[config.mk]
export PLATFORM = sky130hd
export DESIGN_NAME = general_control_event_regs
export DESIGN_NICKNAME = d
export VERILOG_FILES = /design/src/verilog/gce_pkg.sv /design/src/verilog/general_control_event_regs.sv /design/src/verilog/input_change_watch.sv
export SDC_FILE = /design/constraint.sdc
export NUM_CORES = 1
export LEC_CHECK = 0
export BUFFER_PORTS_ARGS = -buffer_cell sky130_fd_sc_hd__buf_2
export CAP_MARGIN = 20
export CORE_ASPECT_RATIO = 0.7
export CORE_UTILIZATION = 41
export DETAILED_ROUTE_END_ITERATION = 10
export GPL_TIMING_DRIVEN = 1
export PLACE_DENSITY_LB_ADDON = 0.08
export RECOVER_POWER = 100
export REMOVE_ABC_BUFFERS = 1
export SLEW_MARGIN = 5
export SYNTH_ARGS = -nofsm -noshare
export SYNTH_HDL_FRONTEND = slang
export SYNTH_SLANG_ARGS = --single-unit
[constraint.sdc]
create_clock -name clock -period 1.8 [get_ports clock]
set_clock_uncertainty 0.15 [all_clocks]
set_input_delay 0.36 -clock clock [delete_from_list [all_inputs] [get_ports clock]]
set_output_delay 0.36 -clock clock [all_outputs]
set_load 0.02 [all_outputs]
[src/verilog/gce_pkg.sv]
// constants and carrier types for the general control and event register group
package gce_pkg;

	// ************************************************************
	// register offsets (byte addresses in configuration space)
	// ************************************************************
	localparam logic [7:0] OFS_CTRL_LO = 8'h86;
	localparam logic [7:0] OFS_CTRL_HI = 8'h87;
	localparam logic [7:0] OFS_STATUS  = 8'h88;
	localparam logic [7:0] OFS_ENABLE  = 8'h89;
	localparam logic [7:0] OFS_INPUTS  = 8'h8a;

	// ************************************************************
	// general control fields (bit positions within 16 bits)
	// ************************************************************
	localparam int BIT_FAST_QUERY  = 13;
	localparam int BIT_IO_LIMIT    = 12;
	localparam int BIT_IO_BASE     = 11;
	localparam int BIT_SWITCH_TYPE = 10;
	localparam int BIT_COMPLIANCE  = 7;
	localparam int BIT_FM_OFF      = 5;
	localparam int BIT_SOCK_OFF    = 4;
	localparam int BIT_POLICY_LO   = 0;
	localparam logic [15:0] CTRL_RESET = 16'h0080;

	// ************************************************************
	// event status / enable layout
	// ************************************************************
	localparam int BIT_POWER_CHG  = 7;
	localparam int BIT_PROG12_CHG = 6;
	localparam int BIT_EVT_RSVD   = 5;
	localparam logic [7:0] EVENT_MASK   = 8'hdf;
	localparam logic [7:0] ENABLE_RESET = 8'h00;
	localparam logic [7:0] STATUS_RESET = 8'h00;
	localparam int NUM_INPUTS = 5;

	// routing code that selects the general-purpose input function
	localparam logic [3:0] ROUTE_GPI = 4'h0;

	// ************************************************************
	// arbitration codes
	// ************************************************************
	localparam logic [1:0] POLICY_FM_FIRST   = 2'h2;
	localparam logic [1:0] POLICY_SOCK_FIRST = 2'h1;
	localparam logic [1:0] POLICY_ROUND      = 2'h3;

	// ************************************************************
	// card-type query timing at 20 MHz
	// ************************************************************
	localparam int CLOCK_MHZ       = 20;
	localparam int QUERY_NORMAL_US = 100;
	localparam int QUERY_SIM_US    = 1;
	localparam int QUERY_NORMAL_CYCLES = QUERY_NORMAL_US * CLOCK_MHZ;
	localparam int QUERY_SIM_CYCLES    = QUERY_SIM_US * CLOCK_MHZ;
	localparam int QUERY_W = 12;

	typedef enum logic [2:0] {
		ARB_IDLE = 3'b001,
		ARB_FM   = 3'b010,
		ARB_SOCK = 3'b100
	} arb_state_t;

	typedef struct packed {
		logic       fast_query_sim;
		logic       io_limit_bit0;
		logic       io_base_bit0;
		logic       power_switch_type;
		logic       flash_media_off;
		logic       second_socket_off;
		logic [1:0] upstream_arbitration_policy;
	} control_t;

endpackage

[src/verilog/general_control_event_regs.sv]
// general control, general-purpose event and input registers with arbiter and query timer
`timescale 1ns/1ns

// Functional notes
// two-bit code picks upstream arbitration policy
// simulation bit shortens card query time
// control bit 12 drives I/O limit bit0
// control bit 11 drives I/O base bit0
// bit 10 selects fitted power switch type
// compliance bit 7 always reads one
// bit 5 disables flash media function
// bit 4 disables second card socket
// reserved control bits read zero
// only global reset clears these bits
// power state change sets status bit 7
// 12 V supply request change sets bit 6
// input pin changes set status bits 4..0
// enabled set status drives event output
// status and enable bit 5 read zero
// input register mirrors pins, upper bits zero
// only routing code 0000 makes input
// write one clears status, set wins
// event output active low while pending
module general_control_event_regs
	import gce_pkg::*;
(
	input  wire logic        clock,
	input  wire logic        arst_n,
	input  wire logic        cfg_read,
	input  wire logic        cfg_write,
	input  wire logic [7:0]  cfg_addr,
	input  wire logic [7:0]  cfg_wdata,
	output logic      [7:0]  cfg_rdata,
	input  wire logic        power_change_pulse,
	input  wire logic        prog_12v_change_pulse,
	input  wire logic [4:0]  multipurpose_pins,
	input  wire logic [19:0] pin_route,
	input  wire logic        fm_req,
	input  wire logic        sock_req,
	output logic             fm_gnt,
	output logic             sock_gnt,
	input  wire logic        query_start,
	output logic             query_done,
	output control_t         control,
	output logic             general_event_out_n
);

	localparam int sim_wait = QUERY_SIM_CYCLES + 1;

	logic [7:0]          status;
	logic [7:0]          enable;
	logic [NUM_INPUTS-1:0] levels;
	logic [NUM_INPUTS-1:0] changes;
	logic                wr_lo;
	logic                wr_hi;
	logic                wr_status;
	logic                wr_enable;
	logic                fm_eff;
	arb_state_t          arb_state;
	arb_state_t          next_arb_state;
	logic                last_fm;
	logic [QUERY_W-1:0]  query_cnt;
	logic [15:0]         ctrl_view;

	assign wr_lo     = cfg_write && (cfg_addr == OFS_CTRL_LO);
	assign wr_hi     = cfg_write && (cfg_addr == OFS_CTRL_HI);
	assign wr_status = cfg_write && (cfg_addr == OFS_STATUS);
	assign wr_enable = cfg_write && (cfg_addr == OFS_ENABLE);

	// ************************************************************
	// general control register
	// ************************************************************
	// bus reset is deliberately not an input: only the global reset clears state
	always_ff @(posedge clock or negedge arst_n) begin
		if (!arst_n) begin
			control <= '0;
		end else begin
			if (wr_lo) begin
				control.flash_media_off   <= cfg_wdata[BIT_FM_OFF];
				control.second_socket_off <= cfg_wdata[BIT_SOCK_OFF];
				control.upstream_arbitration_policy <= cfg_wdata[BIT_POLICY_LO +: 2];
			end
			if (wr_hi) begin
				control.fast_query_sim    <= cfg_wdata[BIT_FAST_QUERY - 8];
				control.io_limit_bit0     <= cfg_wdata[BIT_IO_LIMIT - 8];
				control.io_base_bit0      <= cfg_wdata[BIT_IO_BASE - 8];
				control.power_switch_type <= cfg_wdata[BIT_SWITCH_TYPE - 8];
			end
		end
	end

	always_comb begin
		ctrl_view = CTRL_RESET;
		ctrl_view[BIT_FAST_QUERY]  = control.fast_query_sim;
		ctrl_view[BIT_IO_LIMIT]    = control.io_limit_bit0;
		ctrl_view[BIT_IO_BASE]     = control.io_base_bit0;
		ctrl_view[BIT_SWITCH_TYPE] = control.power_switch_type;
		ctrl_view[BIT_FM_OFF]      = control.flash_media_off;
		ctrl_view[BIT_SOCK_OFF]    = control.second_socket_off;
		ctrl_view[BIT_POLICY_LO +: 2] = control.upstream_arbitration_policy;
	end

	// ************************************************************
	// input pins and change detection
	// ************************************************************
	// index 0..4 carries multipurpose pins 0, 1, 2, 3, 4
	for (genvar i = 0; i < NUM_INPUTS; i++) begin : g_watch
		input_change_watch input_change_watch_i (
			.clock     (clock),
			.arst_n    (arst_n),
			.pin_level (multipurpose_pins[i]),
			.gpi_mode  (pin_route[4*i +: 4] == ROUTE_GPI),
			.level     (levels[i]),
			.change    (changes[i])
		);
	end

	// ************************************************************
	// event status and enable
	// ************************************************************
	always_ff @(posedge clock or negedge arst_n) begin
		if (!arst_n) begin
			status <= STATUS_RESET;
		end else begin
			// a new event in the clearing cycle survives the clear
			status <= ((status & ~(wr_status ? cfg_wdata : 8'h00))
				| {power_change_pulse, prog_12v_change_pulse, 1'b0, changes})
				& EVENT_MASK;
		end
	end

	always_ff @(posedge clock or negedge arst_n) begin
		if (!arst_n) begin
			enable <= ENABLE_RESET;
		end else if (wr_enable) begin
			enable <= cfg_wdata & EVENT_MASK;
		end
	end

	always_ff @(posedge clock or negedge arst_n) begin
		if (!arst_n) begin
			general_event_out_n <= 1'b1;
		end else begin
			general_event_out_n <= ~|(status & enable);
		end
	end

	// ************************************************************
	// register read port
	// ************************************************************
	always_ff @(posedge clock or negedge arst_n) begin
		if (!arst_n) begin
			cfg_rdata <= 8'h00;
		end else if (cfg_read) begin
			case (cfg_addr)
				OFS_CTRL_LO: cfg_rdata <= ctrl_view[7:0];
				OFS_CTRL_HI: cfg_rdata <= ctrl_view[15:8];
				OFS_STATUS:  cfg_rdata <= status;
				OFS_ENABLE:  cfg_rdata <= enable;
				OFS_INPUTS:  cfg_rdata <= {3'h0, levels};
				default:     cfg_rdata <= 8'h00;
			endcase
		end
	end

	// ************************************************************
	// upstream arbiter
	// ************************************************************
	assign fm_eff   = fm_req & ~control.flash_media_off;
	assign fm_gnt   = (arb_state == ARB_FM);
	assign sock_gnt = (arb_state == ARB_SOCK);

	// reserved code 00 is served as round robin rather than stalling the bus
	always_comb begin
		next_arb_state = arb_state;
		case (arb_state)
			ARB_IDLE: begin
				if (fm_eff && sock_req) begin
					case (control.upstream_arbitration_policy)
						POLICY_FM_FIRST:   next_arb_state = ARB_FM;
						POLICY_SOCK_FIRST: next_arb_state = ARB_SOCK;
						default:           next_arb_state = last_fm ? ARB_SOCK : ARB_FM;
					endcase
				end else if (fm_eff) begin
					next_arb_state = ARB_FM;
				end else if (sock_req) begin
					next_arb_state = ARB_SOCK;
				end
			end
			ARB_FM: begin
				if (!fm_eff) begin
					next_arb_state = ARB_IDLE;
				end
			end
			ARB_SOCK: begin
				if (!sock_req) begin
					next_arb_state = ARB_IDLE;
				end
			end
			default: next_arb_state = ARB_IDLE;
		endcase
	end

	always_ff @(posedge clock or negedge arst_n) begin
		if (!arst_n) begin
			arb_state <= ARB_IDLE;
			last_fm   <= 1'b0;
		end else begin
			arb_state <= next_arb_state;
			if (next_arb_state == ARB_FM) begin
				last_fm <= 1'b1;
			end else if (next_arb_state == ARB_SOCK) begin
				last_fm <= 1'b0;
			end
		end
	end

	// ************************************************************
	// card-type query timer
	// ************************************************************
	// a start while a query runs is ignored; the running one completes
	always_ff @(posedge clock or negedge arst_n) begin
		if (!arst_n) begin
			query_cnt  <= '0;
			query_done <= 1'b0;
		end else begin
			query_done <= (query_cnt == QUERY_W'(1));
			if (query_start && query_cnt == '0) begin
				query_cnt <= control.fast_query_sim ? QUERY_W'(QUERY_SIM_CYCLES)
					: QUERY_W'(QUERY_NORMAL_CYCLES);
			end else if (query_cnt != '0) begin
				query_cnt <= query_cnt - QUERY_W'(1);
			end
		end
	end
endmodule // general_control_event_regs

[src/verilog/input_change_watch.sv]
// level capture and change detection for one multipurpose input pin
`timescale 1ns/1ns
module input_change_watch
	import gce_pkg::*;
(
	input  wire logic clock,
	input  wire logic arst_n,
	input  wire logic pin_level,
	input  wire logic gpi_mode,
	output logic      level,
	output logic      change
);

	logic prev;
	logic primed;

	// prev tracks the raw pin even outside input mode, so entering
	// input mode with a stale history does not fake an event
	always_ff @(posedge clock or negedge arst_n) begin
		if (!arst_n) begin
			prev   <= 1'b0;
			primed <= 1'b0;
		end else begin
			prev   <= pin_level;
			primed <= 1'b1;
		end
	end

	always_ff @(posedge clock or negedge arst_n) begin
		if (!arst_n) begin
			level <= 1'b0;
		end else begin
			level <= gpi_mode & pin_level;
		end
	end

	assign change = primed & gpi_mode & (pin_level != prev);
endmodule // input_change_watch

# Yosys cells after proc, flatten, opt, wreduce, memory -nomap -nowiden
# Index checks and enable logic that the tools add are counted.
[word_totals]
regBits = 59
inputBits = 50
output_inout_bits = 20
elab_cells = 98
[classes]
addsub = 1
n_eq_ne = 18
n_mux = 15
bitwise_logic = 21
reduce_logical = 17
[op_table]
columns = ["cell", "n"]
rows = [
  ["$eq 8x8->1 const B", 5],
  ["$pmux 8 s5", 1],
  ["$mux 12", 2],
  ["$logic_not 4->1", 5],
  ["$mux 3", 6],
  ["$and 1x1->1", 16],
  ["$and 8x8->8", 2],
  ["$eq 12x1->1 const B", 1],
  ["$logic_not 12->1", 1],
  ["$reduce_bool 12->1", 1],
  ["$sub 12x1->12 const B", 1],
  ["$mux 11", 1],
  ["$pmux 3 s3", 1],
  ["$mux 8", 1],
  ["$not 8->8", 1],
  ["$or 8x8->8", 1],
  ["$reduce_or 8->1", 1],
  ["$eq 3x2->1 const B", 2],
  ["$eq 3x3->1 const B", 2],
  ["$logic_and 1x1->1", 6],
  ["$pmux 3 s2", 1],
  ["$ne 1x1->1", 5],
  ["$reduce_bool 2->1", 2],
  ["$eq 3x1->1 const B", 1],
  ["5 further kinds", 6],
]

# Depth between registers and ports, before layout
[depth]
word_depth = 8
ltp_mapped = 7
depth_no_buf = 6

# Cells and area by module
# A second synthesis with hierarchy kept.
[unflattened]
cells_unflattened = 255
hier_area_um2 = 3017.9
[modules_own_cells]
columns = ["module", "instances", "cells_each", "area_each_um2", "seq_area_each_um2"]
rows = [
  ["general_control_event_regs", 1, 220, 2511.2, 1203.7],
  ["input_change_watch", 5, 7, 101.3, 75.1],
]

# Worst setup path before layout
# OpenSTA, ideal clock, no wires.
[synth_path]
path_kind = "in2reg"
start = "in cfg_addr[1]"
end = "reg control[0] (netlist bit)"
setup_time_ns = 0.125
t_arrival_ns = 1.620
required_ns = 1.525
slack_ns = -0.095
cell_stages = 5
path_buffers = 1
cell_sequence = "buf_4 -> and4bb_1 -> and4b_1 -> and2_0 -> mux2_2"
[synth_between]
elab_chain_len = 2
[synth_lines]
columns = ["item", "line_no", "source"]
rows = [
  ["from (decl)", "general_control_event_regs.sv:31", "input wire logic [7:0] cfg_addr,"],
  ["$eq 8x8->1", "general_control_event_regs.sv:65", "assign wr_lo = cfg_write && (cfg_addr == OFS_CTRL_LO);"],
  ["$logic_and 1x1->1", "general_control_event_regs.sv:65", ""],
  ["to (decl)", "general_control_event_regs.sv:44", "output control_t control,"],
]
# Every way passes these cells.
# A chain may end at the register's enable or synchronous reset.

# Worst setup path after layout
[layout_path]
start = "reg query_cnt[5]"
end = "reg query_cnt[7]"
[layout_between]
elab_chain_len = 3
elab_cells_between_ends = 7
classes_between = "add/sub (1); mux (2); reduce/logical (4)"
[layout_lines]
columns = ["item", "line_no", "source"]
rows = [
  ["from (decl)", "general_control_event_regs.sv:62", "logic [QUERY_W-1:0] query_cnt;"],
  ["from (signal assigned)", "general_control_event_regs.sv:229", "query_cnt <= control.fast_query_sim ? QUERY_W'(QUERY_SIM_CYCLES)"],
  ["from (signal assigned)", "general_control_event_regs.sv:232", "query_cnt <= query_cnt - QUERY_W'(1);"],
  ["$sub 12x1->12 / $logic_not 12->1 (equally long branches)", "general_control_event_regs.sv:232, general_control_event_regs.sv:228", ""],
  ["$mux 12 / $logic_and 1x1->1 (equally long branches)", "general_control_event_regs.sv:231, general_control_event_regs.sv:228", ""],
  ["$mux 12 / $reduce_bool 2->1 (equally long branches)", "n/a", ""],
]
# Parallel ways exist; a longest one is shown, timed or not. The select of a mux whose other input is x is not followed.

==> run metrics <==
max_slew headroom=52.02%; fraction of registers with async set/reset=100.0%; ant diodes=0; final core utilization=57.31%; Post-Synth Adder-Cell Area=2.533%; Peak VDD IR=0.4415 mV; average size of a mapped cell=11.79 sq um; worst hold path stage count=2; final worst-path cycle share=111.0%; number of max-cap violations=0; Static Leak=0.001727 uW; Worst R2R End=query_cnt[7]; Hold Vio Cnt, Final=0; clock latency on the worst-skew pair=340 ps; Min-Delay Path Class=primary input to flip-flop; grt ovf=0; post-route setup TNS=-1730 ps; Max FO, Critical Path=5; main combinational cell family by area after synthesis=simple AND/OR/NAND/NOR gates; die width=101.9 um; CP Cell Sequence=or4_4, nor4_4, buf_6, a21boi_4, a21oi_1; Post-Route WL=7020 um; Post-DP Area=3595 sq um; Clock Sinks=59; Hold EP=status[6]; top-count cell post-synth=dfrtp_1; CP max-delay cell=or4_4; Primary FF master, synth=dfrtp_1; RSZ-0062 raised after global routing=true; DRT iter0 DRCs=88; # nets final=420; multi-input logic area=1380 sq um; reg-to-reg slack, setup=-200 ps; synth top area cells=dfrtp_1 50%, mux2_2 7.5%, xor2_1 3.4%, a32o_1 2.4%, ha_1 2.2%; max-slew violation count=0; count of cell types in the netlist=53; crit path kind=flip-flop to flip-flop; CTS Root Buffer Type=clkbuf_8; Post-Place Worst Slack=-206.2 ps; layout cells sized above 1=35.68%; die area=7332 sq um; first-pass GRT wire length=11230 um; Post-synth top cells=57 x dfrtp_1, 19 x mux2_2, 14 x nand2_1; post-detail-place hpwl=5186 um; post-route ant nets=0; status=complete, but fails checks; # fillers=616; sequential element share of the synthesized area=51.62%; sequential cell area=1480 sq um; Yosys top cell area share=49.78%; final hold slack=57.13 ps; R2R cell count=5; antenna violations before repair=0; maximum root-to-sink buffer count=2; fmax=0.5006 GHz; Post-Synth XOR/XNOR Area=4.585%; Synth Area in Compound Gates=11.62%; Power per Cell Area=802.5 nW/um^2; Final Critical Period=1997 ps; vias=2373; failing checks=negative setup slack; Pre-antenna DRT Iters=4; Cell Area, Synth=2865 sq um; Setup crit start kind=flip-flop; HP Start=prog_12v_change_pulse; Worst-Margin Slew=719.7 ps; Simple-Gate Fraction of Synth Area=18.56%; DR vias/cell=5.114; Die Span Y=71.94 um; Placer Congestion=0.8739; PortBufs=69; Initial Utilization=42.41%; core box area=6756 sq um; I/O pin total=70; Worst EP required=1860 ps; Routed WL per cell=15.13 um; final worst slack=-197.5 ps; Yosys reg bits=59; crit end category=flip-flop; Setup-failing EPs final=13; area delta synth->final=35.15%; synth warn=0; largest net degree at the start of global routing=49; vias in the first global route=2236; Rows=25; Max stage delay on crit path=560 ps; mux cell area share after synthesis=8.865%; TritonCTS buffer count=9; Post-synth EDFFs=0; final instance area=3872 sq um; CTS tree=yes; cell count after synthesis=243; GRT Total Usage=20.78%; Worst EP arrival=2060 ps; drt drc=0; Reg-to-Reg Start=query_cnt[5]; H-tree depth=3; Clock Pin Slew Worst Setup and Hold Paths=70 ps; largest area contributor in the netlist=dfrtp_1
-- through the flow --
step                      std cells  total power (uW)
after floorplan                 238              1803
after global placement          435              2026
after detailed placement        435              2029
after CTS                       461              3143
after global routing            464              3287
final                           464              3107
-- state kept, by name, indices dropped and copies added (netlist names) --
signal	flops
arb_state	3
cfg_rdata	8
control	8
enable	7
g_watch.input_change_watch_i.level	5
g_watch.input_change_watch_i.prev	5
g_watch.input_change_watch_i.primed	1
general_event_out_n	1
last_fm	1
query_cnt	12
query_done	1
status	7
-- timing repair --
action | 4_1_cts | 5_1_grt
gates cloned | 1 | 0
hold endpoints to repair | 16 | 0
pin swaps | 2 | 2
hold buffers | 6 | 0
buffers inserted | 3 | 3
setup endpoints to repair | 12 | 14
gates resized for setup | 14 | 7
-- layer usage --
metal	wire length, um	GRT usage [%]
met1	3662	32.09
met2	2853	27.48
met3	457	6.936
met4	48	5.714
met5	0	0
-- power by group --
part	total [uW]	switching [uW]	internal [uW]
registers	1540	97.2	1440
logic	494	248	246
clock network	1080	571	504
total	3110	917	2190
-- logic make-up after synthesis --
group | count (synthesis)
xor gates and xnor gates | 15
muxes | 23
other | 1
AOI/OAI and AO/OA | 43
buffers and inverters | 14
DFF | 59
adders and majority gates | 6
and+or+nand+nor | 82
-- critical path, delay by kind of cell (launching register included) --
family,cells,cell delay [ps]
buffers and inverters,1,160
and+or+nand+nor,2,840
DFF,1,390
AOI/OAI and AO/OA,2,340
-- worst max path at each step --
stage,to,slack [ps],start,depth (start not counted)
after global placement,status[2],-200,cfg_addr[0],6
after global routing,query_cnt[10],-250,query_cnt[5],5
final,query_cnt[7],-200,query_cnt[5],5
after detailed placement,status[4],-210,cfg_addr[0],6
after CTS,query_cnt[8],-150,query_cnt[7],5
after floorplan,query_cnt[6],-250,query_cnt[9],4
-- placed cells by master, fill, tap and decap left out, types with 3 or more instances in the layout --
master | synthesis | final
nand3b_1 | 6 | 6
xnor2_1 | 4 | 4
a211oi_1 | 3 | 3
mux2i_1 | 4 | 4
nand4_1 | 3 | 3
and3_1 | 4 | 4
dfrtp_1 | 57 | 56
ha_1 | 5 | 5
nor4_1 | 9 | 7
o2bb2ai_1 | 5 | 5
nor3_1 | 3 | 3
clkbuf_2 | 0 | 6
nand2_1 | 14 | 14
clkbuf_1 | 3 | 30
clkbuf_8 | 0 | 9
mux2_2 | 19 | 19
nor2b_1 | 4 | 4
and2_0 | 1 | 6
a21oi_1 | 8 | 7
dlygate4sd3_1 | 0 | 6
a32o_1 | 7 | 7
inv_1 | 9 | 9
buf_2 | 0 | 42
xor2_1 | 11 | 11
clkinvlp_4 | 0 | 3
nor2_1 | 10 | 10
buf_4 | 2 | 25
buf_6 | 0 | 4
-- area by class of cell --
cell class	count	share of cell area (%)
sequential	59	38.22
multi-input combinational	170	35.64
timing repair buffer	116	17.64
clock buffer	9	3.199
tap	94	3.037
clock inverter	7	1.389
inverter	9	0.8724
(Power assumes the default switching activity.)
